File: config.mk
export PLATFORM = sky130hd
export DESIGN_NAME = pic_top
export DESIGN_NICKNAME = d
export VERILOG_FILES = /design/src/inc/pic_pkg.sv /design/src/logic/pic_top.sv
export SDC_FILE = /design/constraint.sdc
export NUM_CORES = 1
export LEC_CHECK = 0
export BUFFER_PORTS_ARGS = -buffer_cell sky130_fd_sc_hd__buf_2
export CAP_MARGIN = 20
export CORE_AREA = 4 4 206 208
export CTS_CLUSTER_SIZE = 28
export DETAILED_ROUTE_END_ITERATION = 10
export DIE_AREA = 0 0 210 212
export PLACE_DENSITY = 0.91
export SYNTH_ARGS = -nofsm -noshare
export SYNTH_HDL_FRONTEND = slang
export SYNTH_SLANG_ARGS = --single-unit
File: constraint.sdc
create_clock -name pclk -period 43.3 [get_ports pclk]
set_input_delay 6.495 -clock pclk [delete_from_list [all_inputs] [get_ports pclk]]
set_output_delay 6.495 -clock pclk [all_outputs]
set_load 0.05 [all_outputs]
File: src/inc/pic_pkg.sv
/*
  pic_pkg: register offsets, field positions, reset values, vector table
  constants and carrier types of the priority interrupt controller.
  Assumes a 32-bit APB slave with an 8-bit byte address.
*/
package pic_pkg;
  // byte offsets of the register words
  localparam logic [7:0]   OFF_CTRL1   = 8'h00;
  localparam logic [7:0]   OFF_CTRL2   = 8'h04;
  localparam logic [7:0]   OFF_PEND    = 8'h08;
  localparam logic [7:0]   OFF_STAT    = 8'h0c;
  localparam logic [7:0]   OFF_CORE    = 8'h10;
  localparam logic [7:0]   OFF_FLAG0   = 8'h20;
  localparam logic [7:0]   OFF_EN0     = 8'h30;
  localparam logic [7:0]   OFF_PRIO0   = 8'h40;
  localparam int           N_BIT_WORDS = 4;
  localparam int           N_PRIO_WORDS = 11;
  localparam int           N_PRIO_SRC  = 88;
  // request numbers that exist; all others are reserved and never raised
  localparam logic [127:0] IMPL_MASK   = 128'h00000000_00002003_c2000020_201f3fef;
  // request numbers fed by the three external pins
  localparam int           EXT_SRC0    = 0;
  localparam int           EXT_SRC1    = 20;
  localparam int           EXT_SRC2    = 29;
  // first global control word
  localparam int           NEST_BIT    = 15;
  localparam int           OSC_BIT     = 1;
  localparam int           STK_BIT     = 2;
  localparam int           ADDR_BIT    = 3;
  localparam int           MATH_BIT    = 4;
  localparam logic [15:0]  CTRL1_MASK  = 16'hffde;
  // second global control word
  localparam int           ALT_BIT     = 15;
  localparam logic [15:0]  CTRL2_MASK  = 16'h8007;
  // level bits in status word, core control word and pending word
  localparam int           IPL_LSB     = 5;
  localparam int           CPU_LEVEL_BIT_THREE_BIT    = 3;
  localparam int           ILR_LSB     = 8;
  // vector table
  localparam logic [23:0]  VEC_BASE    = 24'h000004;
  localparam logic [23:0]  ALT_OFS     = 24'h000100;
  localparam logic [6:0]   USER_VEC0   = 7'h08;
  localparam logic [6:0]   TV_OSC      = 7'h01;
  localparam logic [6:0]   TV_ADDR     = 7'h02;
  localparam logic [6:0]   TV_STK      = 7'h03;
  localparam logic [6:0]   TV_MATH     = 7'h04;
  // reset values
  localparam logic [15:0]  RST_CTRL    = 16'h0000;
  localparam logic [2:0]   RST_LVL     = 3'h0;

  typedef struct packed {
    logic [3:0] lvl;
    logic [6:0] vec;
  } pic_pend_s;

  // program address of a vector; user vector n+8 lands on 0x14 + 2n
  function automatic logic [23:0] pic_vec_addr(input logic [6:0] v, input logic alt);
    pic_vec_addr = VEC_BASE + (alt ? ALT_OFS : 24'h000000) + {16'h0000, v, 1'b0};
  endfunction : pic_vec_addr
endpackage : pic_pkg

File: src/logic/pic_top.sv
/*
  pic_top: priority interrupt controller with APB register access.
  Holds request flags, enables, priority fields, global controls, the cpu
  priority level and the pending-vector latch; merges requests into one.
  Assumes peripheral requests and trap events are pclk-synchronous pulses,
  external pins are asynchronous, and the core loads its level on entry.
*/
`timescale 1ns/1ns
module pic_top #(
  parameter int N_SRC = 118
) (
  input  wire logic              pclk,
  input  wire logic              presetn,
  input  wire logic              psel,
  input  wire logic              penable,
  input  wire logic              pwrite,
  input  wire logic [7:0]        paddr,
  input  wire logic [31:0]       pwdata,
  output logic      [31:0]       prdata,
  output logic                   pready,
  output logic                   pslverr,
  input  wire logic [N_SRC-1:0]  src_pulse,
  input  wire logic [2:0]        ext_pin,
  input  wire logic [3:0]        trap_evt,
  input  wire logic              level_ld,
  input  wire logic [3:0]        level_in,
  output logic                   irq_req,
  output pic_pkg::pic_pend_s     pend,
  output logic      [23:0]       irq_addr,
  output logic                   trap_req,
  output logic      [23:0]       trap_addr,
  output logic      [3:0]        cpu_level
);
  import pic_pkg::*;

  if (N_SRC > 128 || N_SRC < 78) begin : g_chk
    $error("pic_top: N_SRC must lie between 78 and 128");
  end

  logic [15:0]  ctrl1_q, ctrl1_d;
  logic [15:0]  ctrl2_q, ctrl2_d;
  logic [127:0] flag_q, flag_d;
  logic [127:0] en_q, en_d;
  logic [2:0]   prio_q [N_PRIO_SRC];
  logic [2:0]   prio_d [N_PRIO_SRC];
  logic [2:0]   ipl_q, ipl_d;
  logic         cpu_level_bit_three_q, cpu_level_bit_three_d;
  logic [31:0]  prdata_q, prdata_d;
  logic         err_q, err_d;
  logic [2:0]   s1_q, s2_q, s3_q;
  logic [2:0]   ext_edge;
  logic [127:0] set_vec;
  logic [3:0]   cur_lvl;
  logic         map_ok;
  logic [31:0]  rd_word;
  logic         wr_en;
  logic [7:0]   fofs;
  logic [7:0]   eofs;
  logic [7:0]   pofs;
  pic_pend_s    pend_q, pend_d;
  logic         irq_q, irq_d;
  logic [23:0]  iaddr_q, iaddr_d;
  logic         trap_q, trap_d;
  logic [23:0]  taddr_q, taddr_d;
  logic [2:0]   best_lvl;
  logic [6:0]   best_idx;
  logic         found;

  //////////////////////////////////////////////////////////////////////////
  // external pins: two-stage sync, third stage only for edge detection
  always_ff @(posedge pclk or negedge presetn) begin
    if (!presetn) begin
      s1_q <= 3'h0;
      s2_q <= 3'h0;
      s3_q <= 3'h0;
    end else begin
      s1_q <= ext_pin;
      s2_q <= s1_q;
      s3_q <= s2_q;
    end
  end

  // polarity select per pin: set picks falling edge
  always_comb begin
    for (int k = 0; k < 3; k++) begin
      ext_edge[k] = ctrl2_q[k] ? (s3_q[k] & ~s2_q[k]) : (s2_q[k] & ~s3_q[k]);
    end
  end

  // hardware set sources, reserved numbers masked off
  always_comb begin
    set_vec = 128'(src_pulse);
    set_vec[EXT_SRC0] = set_vec[EXT_SRC0] | ext_edge[0];
    set_vec[EXT_SRC1] = set_vec[EXT_SRC1] | ext_edge[1];
    set_vec[EXT_SRC2] = set_vec[EXT_SRC2] | ext_edge[2];
    set_vec = set_vec & IMPL_MASK;
  end

  //////////////////////////////////////////////////////////////////////////
  // address decode, shared by read mux and write path
  function automatic logic in_rng(input logic [7:0] a, input logic [7:0] base,
                                  input int words);
    in_rng = (a >= base) && ({1'b0, a} < ({1'b0, base} + 9'(words * 4)));
  endfunction : in_rng

  assign fofs = paddr - OFF_FLAG0;
  assign eofs = paddr - OFF_EN0;
  assign pofs = paddr - OFF_PRIO0;
  assign cur_lvl = {cpu_level_bit_three_q, ipl_q};

  // read mux; unimplemented bits read zero
  always_comb begin
    rd_word = 32'h0000_0000;
    map_ok  = (paddr[1:0] == 2'h0);
    if (paddr == OFF_CTRL1) begin
      rd_word[15:0] = ctrl1_q;
    end else if (paddr == OFF_CTRL2) begin
      rd_word[15:0] = ctrl2_q;
    end else if (paddr == OFF_PEND) begin
      rd_word[ILR_LSB +: 4] = pend_q.lvl;
      rd_word[6:0] = pend_q.vec;
    end else if (paddr == OFF_STAT) begin
      rd_word[IPL_LSB +: 3] = ipl_q;
    end else if (paddr == OFF_CORE) begin
      rd_word[CPU_LEVEL_BIT_THREE_BIT] = cpu_level_bit_three_q;
    end else if (in_rng(paddr, OFF_FLAG0, N_BIT_WORDS)) begin
      rd_word = flag_q[fofs[3:2]*32 +: 32];
    end else if (in_rng(paddr, OFF_EN0, N_BIT_WORDS)) begin
      rd_word = en_q[eofs[3:2]*32 +: 32];
    end else if (in_rng(paddr, OFF_PRIO0, N_PRIO_WORDS)) begin
      for (int j = 0; j < 8; j++) begin
        rd_word[4*j +: 3] = prio_q[int'(pofs[5:2])*8 + j];
      end
    end else begin
      map_ok = 1'b0;
    end
  end

  // writes take effect in the access phase; zero wait states
  assign wr_en = psel & penable & pwrite & map_ok;

  // next state of the register file; hardware sets win over software writes
  always_comb begin
    ctrl1_d  = ctrl1_q;
    ctrl2_d  = ctrl2_q;
    flag_d   = flag_q;
    en_d     = en_q;
    prio_d   = prio_q;
    ipl_d    = ipl_q;
    cpu_level_bit_three_d   = cpu_level_bit_three_q;
    prdata_d = prdata_q;
    err_d    = err_q;
    if (psel & ~penable) begin
      prdata_d = pwrite ? 32'h0000_0000 : rd_word;
      err_d    = ~map_ok;
    end
    if (wr_en) begin
      if (paddr == OFF_CTRL1) begin
        ctrl1_d = pwdata[15:0] & CTRL1_MASK;
      end else if (paddr == OFF_CTRL2) begin
        ctrl2_d = pwdata[15:0] & CTRL2_MASK;
      end else if (paddr == OFF_STAT && !ctrl1_q[NEST_BIT]) begin
        ipl_d = pwdata[IPL_LSB +: 3];
      end else if (in_rng(paddr, OFF_FLAG0, N_BIT_WORDS)) begin
        flag_d[fofs[3:2]*32 +: 32] = pwdata;
      end else if (in_rng(paddr, OFF_EN0, N_BIT_WORDS)) begin
        en_d[eofs[3:2]*32 +: 32] = pwdata;
      end else if (in_rng(paddr, OFF_PRIO0, N_PRIO_WORDS)) begin
        for (int j = 0; j < 8; j++) begin
          prio_d[int'(pofs[5:2])*8 + j] = pwdata[4*j +: 3];
        end
      end
    end
    // core control word and bit three have no software write path
    if (level_ld) begin
      ipl_d  = level_in[2:0];
      cpu_level_bit_three_d = level_in[3];
    end
    flag_d = (flag_d & IMPL_MASK) | set_vec;
    en_d   = en_d & IMPL_MASK;
    ctrl1_d[OSC_BIT]  = ctrl1_d[OSC_BIT]  | trap_evt[0];
    ctrl1_d[ADDR_BIT] = ctrl1_d[ADDR_BIT] | trap_evt[1];
    ctrl1_d[STK_BIT]  = ctrl1_d[STK_BIT]  | trap_evt[2];
    ctrl1_d[MATH_BIT] = ctrl1_d[MATH_BIT] | trap_evt[3];
  end

  // register file, all cleared at reset
  always_ff @(posedge pclk or negedge presetn) begin
    if (!presetn) begin
      ctrl1_q  <= RST_CTRL;
      ctrl2_q  <= RST_CTRL;
      flag_q   <= '0;
      en_q     <= '0;
      for (int i = 0; i < N_PRIO_SRC; i++) begin
        prio_q[i] <= RST_LVL;
      end
      ipl_q    <= RST_LVL;
      cpu_level_bit_three_q   <= 1'b0;
      prdata_q <= 32'h0000_0000;
      err_q    <= 1'b0;
    end else begin
      ctrl1_q  <= ctrl1_d;
      ctrl2_q  <= ctrl2_d;
      flag_q   <= flag_d;
      en_q     <= en_d;
      prio_q   <= prio_d;
      ipl_q    <= ipl_d;
      cpu_level_bit_three_q   <= cpu_level_bit_three_d;
      prdata_q <= prdata_d;
      err_q    <= err_d;
    end
  end

  //////////////////////////////////////////////////////////////////////////
  // arbitration: strict greater keeps the lowest number on a tie; a start
  // level of zero keeps priority 0 out; any level of 7 or more beats all
  always_comb begin
    best_lvl = 3'h0;
    best_idx = 7'h00;
    found    = 1'b0;
    for (int i = 0; i < N_PRIO_SRC; i++) begin
      if (flag_q[i] && en_q[i] && ({1'b0, prio_q[i]} > cur_lvl)
          && (prio_q[i] > best_lvl)) begin
        best_lvl = prio_q[i];
        best_idx = 7'(i);
        found    = 1'b1;
      end
    end
  end

  // pending latch and vector addresses
  always_comb begin
    pend_d  = pend_q;
    iaddr_d = iaddr_q;
    irq_d   = found;
    if (found) begin
      pend_d.vec = best_idx + USER_VEC0;
      pend_d.lvl = {1'b0, best_lvl};
      iaddr_d    = pic_vec_addr(best_idx + USER_VEC0, ctrl2_q[ALT_BIT]);
    end
    // trap order: oscillator, address, stack, math
    trap_d  = |{ctrl1_q[OSC_BIT], ctrl1_q[ADDR_BIT], ctrl1_q[STK_BIT], ctrl1_q[MATH_BIT]};
    taddr_d = taddr_q;
    if (ctrl1_q[OSC_BIT]) begin
      taddr_d = pic_vec_addr(TV_OSC, ctrl2_q[ALT_BIT]);
    end else if (ctrl1_q[ADDR_BIT]) begin
      taddr_d = pic_vec_addr(TV_ADDR, ctrl2_q[ALT_BIT]);
    end else if (ctrl1_q[STK_BIT]) begin
      taddr_d = pic_vec_addr(TV_STK, ctrl2_q[ALT_BIT]);
    end else if (ctrl1_q[MATH_BIT]) begin
      taddr_d = pic_vec_addr(TV_MATH, ctrl2_q[ALT_BIT]);
    end
  end

  always_ff @(posedge pclk or negedge presetn) begin
    if (!presetn) begin
      pend_q  <= '0;
      iaddr_q <= 24'h000000;
      irq_q   <= 1'b0;
      trap_q  <= 1'b0;
      taddr_q <= 24'h000000;
    end else begin
      pend_q  <= pend_d;
      iaddr_q <= iaddr_d;
      irq_q   <= irq_d;
      trap_q  <= trap_d;
      taddr_q <= taddr_d;
    end
  end

  //////////////////////////////////////////////////////////////////////////
  // outputs
  assign prdata    = prdata_q;
  assign pslverr   = err_q;
  assign pready    = 1'b1;      // never stalls the bus
  assign irq_req   = irq_q;
  assign pend      = pend_q;
  assign irq_addr  = iaddr_q;
  assign trap_req  = trap_q;
  assign trap_addr = taddr_q;
  assign cpu_level = {cpu_level_bit_three_q, ipl_q};
endmodule : pic_top

Yosys cells after proc, flatten, opt, wreduce, memory -nomap -nowiden
Index checks and enable logic that the tools add are counted.

Add/subtract/negate cells: 19. Multiply operators: 0. Div/mod/pow operators: 0. $lt $le $gt $ge: 74. Equal/unequal tests: 6. Shift operators: 6. Mux-type cells: 200. Bitwise logic cells: 39. Reduce and logical (&&, ||, !) cells: 102.

Operators with widths (count): 264-bit bitwise mux (8); 78-bit 2-to-1 mux (5); 128-bit bitwise mux (2); 32-bit by 8-bit >= comparator with 1-bit output (second input constant) (8); 32-bit by 1-bit < comparator with 1-bit output (second input constant) (8); 32-bit by 34-bit variable shift with 128-bit output (first input constant) (2); 128-bit by 8-bit variable part select with 32-bit output (2); 32-bit by 34-bit variable part select with 128-bit output (2); 32-bit 2-to-1 mux (7); 8-bit NOT with 32-bit output (7); 3-bit 2-to-1 mux (73); 7-bit 2-to-1 mux (25); 3-bit binary-select mux with 7-bit select (8); 3-bit demux with 7-bit select (8); 24-bit 2-to-1 mux (5); 3-bit by 4-bit > comparator with 1-bit output (26); 1-bit logical AND (90); 78-bit OR (1); 3-bit > comparator (25); 7-bit negation with 34-bit output (2); 16-bit 2-to-1 mux (4); 24-bit by 3-bit adder with 24-bit output (second input constant) (2); 1-bit 2-to-1 mux (48); 7-bit by 3-bit adder with 8-bit output (second input constant) (4); 38 further kinds (74).

Bits in registers: 492. Bits in latches: 0. RAM bits: 0. Bits in read-only memories: 0. Input port bits: 175. Output and inout bits: 99. Memories: 0.

Logic depth before layout (Yosys ltp)
Word-level depth: 81. Depth in mapped cells: 181. Mapped depth without buffers: 177.

Worst setup path after synthesis
OpenSTA, ideal clock, no wires.

Kind: register to register. From: reg ipl_q[2]. To: reg iaddr_q[8], in the netlist irq_addr[8]. Library setup time: 0.125 ns. Arrival: 34.167 ns. Required time: 43.175 ns. Path slack: 9.007 ns. Stages on the path, launching flop included: 175. Period minus slack after synthesis: 34.293 ns. Path through: dfrtp_1 > inv_1 > ha_1 > a31oi_2 > nand3_1 > ha_1 > and3_1 > nor4_2 > and2_1 > o21a_1 > ha_1 > a21oi_1 > o21ai_0 > nand4_1 > clkbuf_1 > mux2_2 > ha_1 > and3_1 > (+139 left out) > maj3_1 > and2_1 > clkbuf_1 > o31ai_1 > ha_1 > nor2b_1 > o21ai_0 > inv_1 > o21ai_0 > nand2_1 > a211o_1 > inv_2 > ha_1 > nand2_1 > nor2_1 > or4b_1 > a31oi_1 > a2bb2oi_1.

Word-level cells in the longest chain between the ends: 81. Elaborated cells between the ends (all ways): 181. Classes of those cells: add/sub: 2; order compare: 51; mux: 76; reduce/logical: 52.

RTL lines: start, declared (line pic_top.sv:46) `logic [2:0] ipl_q, ipl_d;`; start signal, assigned (line pic_top.sv:207) `ipl_q <= ipl_d;`; 3-bit by 4-bit > comparator with 1-bit output (line pic_top.sv:222) `if (flag_q[i] && en_q[i] && ({1'b0, prio_q[i]} > cur_lvl)`; 1-bit logical AND (line pic_top.sv:222); 1-bit logical AND (line pic_top.sv:223) `&& (prio_q[i] > best_lvl)) begin`; 3-bit 2-to-1 mux (line pic_top.sv:222); 3-bit > comparator (line pic_top.sv:223); 1-bit logical AND (line pic_top.sv:223); 3-bit 2-to-1 mux (line pic_top.sv:222); 3-bit > comparator (line pic_top.sv:223); (+66 left out); 1-bit logical AND (line pic_top.sv:223); 3-bit 2-to-1 mux (line pic_top.sv:222); 3-bit > comparator (line pic_top.sv:223); 1-bit logical AND (line pic_top.sv:223); 7-bit 2-to-1 mux * (line pic_top.sv:222); net best_idx[1] (line pic_top.sv:66) `logic [6:0] best_idx;`; 7-bit by 4-bit adder with 7-bit output * (line pic_top.sv:239) `iaddr_d = pic_vec_addr(best_idx + USER_VEC0, ctrl2_q[ALT_BIT]);`; 24-bit by 8-bit adder with 24-bit output * (line pic_pkg.sv:58) `pic_vec_addr = VEC_BASE + (alt ? ALT_OFS : 24'h000000) + {16'h0000, v, 1'b0};`; end signal, assigned (line pic_top.sv:264) `iaddr_q <= iaddr_d;`; end, declared (line pic_top.sv:62) `logic [23:0] iaddr_q, iaddr_d;`.

The timed path passes the listed nets; every way through them passes the cells marked *. A chain may end at the register's enable or synchronous reset.

Worst setup path in the final report
Same ends and word-level chain as after synthesis.

==> results_dict.tcl <==
set metrics [dict create \
    status "complete, no violations" \
    core_um2 40600 \
    reg2reg_from "ipl_q[2]" \
    synth_most_common_cell "dfrtp_1" \
    cts_resized 0 \
    slew_viol_final 0 \
    power_leakage_uw 0.0128 \
    synthXorXnorAreaFrac 0.00135 \
    start_util 0.595 \
    synth_top_family_by_area "multiplexers" \
    synth_area_leaders "dfrtp_1 42%, mux2_2 13%, ha_1 6.2%" \
    die_area_um2 44500 \
    finalSetupViolations 0 \
    hold_buffers 0 \
    critPathKind "reg -> reg" \
    clk_path_buf_depth 3 \
    synthMuxAreaShare 0.203 \
    die_y_um 212 \
    post_cts_buffers 0 \
    port-buffer-count 140 \
    area_growth_syn_to_layout_pct 9.73 \
    hold_path_end "s2_q[1]" \
    vias 20100 \
    cts_made_buffers 41 \
    cts.sinks 402 \
    drtIter0Drc 2352 \
    hold_ws_ns 0.355 \
    ys_warn_count 0 \
    ff2ff_path_depth 174 \
    crit_top_cell "ha_1" \
    min-delay-start "s1_q[1]" \
    viasPerCell 6.88 \
    antenna_found_initial 3 \
    tightest_slew_ns 1.09 \
    routedWlPerCell_um 26.4 \
    ir_worst_vdd_mv 0.0380 \
    ys_top_cells_by_count "402 x dfrtp_1, 286 x mux2_2, 240 x nand2_1" \
    yosysSeqAreaShare 0.417 \
    synth_fa_ha_area_frac 0.0702 \
    slew_headroom 0.270 \
    synth_area_um2 24100 \
    top_level_ports 274 \
    fmax_mhz 25.1 \
    worstSkewPairLatency_ns 0.59 \
    grt_pass1_wl_um 116000 \
    firstDrtPassIters 6 \
    postSynthAreaPerCell_um2 10.6 \
    place_congestion 0.984 \
    endpoint_kind "register" \
    hpwlAfterDp_um 53100 \
    h-tree-depth 2 \
    cap_violations 0 \
    grt_max_degree 181 \
    die_w_um 210 \
    critPathArrivalTime_ns 40.27 \
    overflow 0 \
    yosys.area.top_type_share 0.417 \
    min_period_over_period 0.919 \
    cp.required_ns 43.77 \
    crit_fanout 26 \
    drtAntennaViolNets 0 \
    rows 74 \
    synth_seq_cells 402 \
    final_layout_size_suffix_gt1_frac 0.256 \
    hold_depth 0 \
    gr-usage-all-layers 0.337 \
    yosys.area.top_type "dfrtp_1" \
    p_per_area_nw_per_um2 30.7 \
    clock_skew_ns 0.0326 \
    period_needed_ns 39.79 \
    synth_cell_types 99 \
    syn_inst 2281 \
    num-nets-final 2656 \
    r2r_end "irq_addr[8]" \
    hold_violations 0 \
    r2r_setup_slack_ns 3.51 \
    hold_path.class "reg -> reg" \
    cts_tree "done" \
    rsz0062_at_grt "no" \
    tns_ns 0 \
    worstSetupStartpointType "register" \
    synth-edff-count 0 \
    crit_path_top_delay_cell "nand4_1" \
    synth-compound-area-share 0.140 \
    synth-main-ff-cell "dfrtp_1" \
    drc 0 \
    postSynth.asyncResetShare 1.00 \
    path_clk_slew_ns 0.06 \
    grt_pass1_vias 20100 \
    root_buffer "clkbuf_16" \
    synthSimpleGateAreaFrac 0.122 \
    routed_wl_um 77200 \
    total_power_uw 813 \
    critPathMaxStageDelay_ns 0.49 \
]
-- power breakdown --
group          internal [uW]  total (uW)  switching (uW)
Sequential               379         381            2.80
Clock                    200         358             158
Combinational           19.1        73.2            54.1
-- worst max-delay path, delay by kind of cell (launching register included) --
| family | cells | cell delay, ns |
|---|---|---|
| buffers and inverters | 8 | 1.17 |
| adder cells (fa/ha/maj) | 42 | 12.41 |
| multiplexers | 5 | 1.90 |
| AO/OA/AOI/OAI | 59 | 13.33 |
| AND/OR/NAND/NOR | 60 | 10.43 |
| flip-flops | 1 | 0.42 |
-- cell families (layout without fill, tap and decap cells) --
group	count (synthesis)	count (layout)
AO/OA/AOI/OAI	501	501
adder cells (fa/ha/maj)	139	139
AND/OR/NAND/NOR	593	593
multiplexers	394	394
other	2	40
flip-flops	402	402
XOR/XNOR	2	2
buffers and inverters	248	323
-- registers in the layout, indices dropped and copies added (netlist names) --
signal                 cells
trap_addr                  4
irq_req                    1
s1_q                       3
ctrl2_q                    4
pslverr                    1
prio_q                   264
trap_req                   1
prdata                    30
s3_q                       3
en_q                      26
ipl_q                      3
irq_addr                   8
s2_q                       3
pend                      10
cpu_level_bit_three_q      1
flag_q                    26
ctrl1_q                   14
-- layer usage --
metal  vias up  GRT usage  routed length (um)  share of wire
met2      1330      0.526               34900           0.45
met4         4      0.207                5410          0.070
li1       8502          -                   -              -
met1      9922      0.429               28300           0.37
met5         -          0                  23        0.00030
met3       371     0.0804                8630           0.11
-- final cells by class --
type,count,area (um^2)
clock buffers,60,1200
fillers,2930,14100
clock inverters,15,146
repair buffers,166,941
inverters,82,308
multi-input cells,1668,13100
well taps,532,666
flip-flops and latches,402,10100
diodes,1,2.50
-- cell usage in the layout, fill, tap and decap left out, drive strengths merged, types with 29 or more instances in the layout --
master,n
conb,39
o21ai,144
and2,29
buf,165
clkbuf,61
nand3,47
nor2,108
and3,36
dfrtp,402
ha,120
a21o,31
a211o,33
a21oi,105
inv,84
mux2,286
nand2,240
mux4,48
mux2i,60
-- stage by stage --
step / cells / utilization / setup WS (ns) / cell area, um^2
after floorplan: 2318 / - / 9.01 / 24300
after global placement: 2848 / 0.619 / 5.50 / 25100
final: 2926 / 0.653 / 3.51 / 26500
after global routing: 2925 / 0.652 / 1.17 / 26500
after CTS: 2923 / 0.652 / 4.27 / 26400
after detailed placement: 2848 / 0.619 / 4.55 / 25100
-- how the worst max path moves through the flow --
stage	slack, ns	from	end
after floorplan	9.01	ipl_q[2]	irq_addr[8]
after global placement	5.50	ipl_q[1]	irq_addr[8]
after detailed placement	4.55	ipl_q[1]	irq_addr[8]
after CTS	4.27	ipl_q[1]	irq_addr[8]
after global routing	1.17	ipl_q[2]	irq_addr[8]
final	3.51	ipl_q[2]	irq_addr[8]
Note: power is estimated with default switching activity, not from simulation.
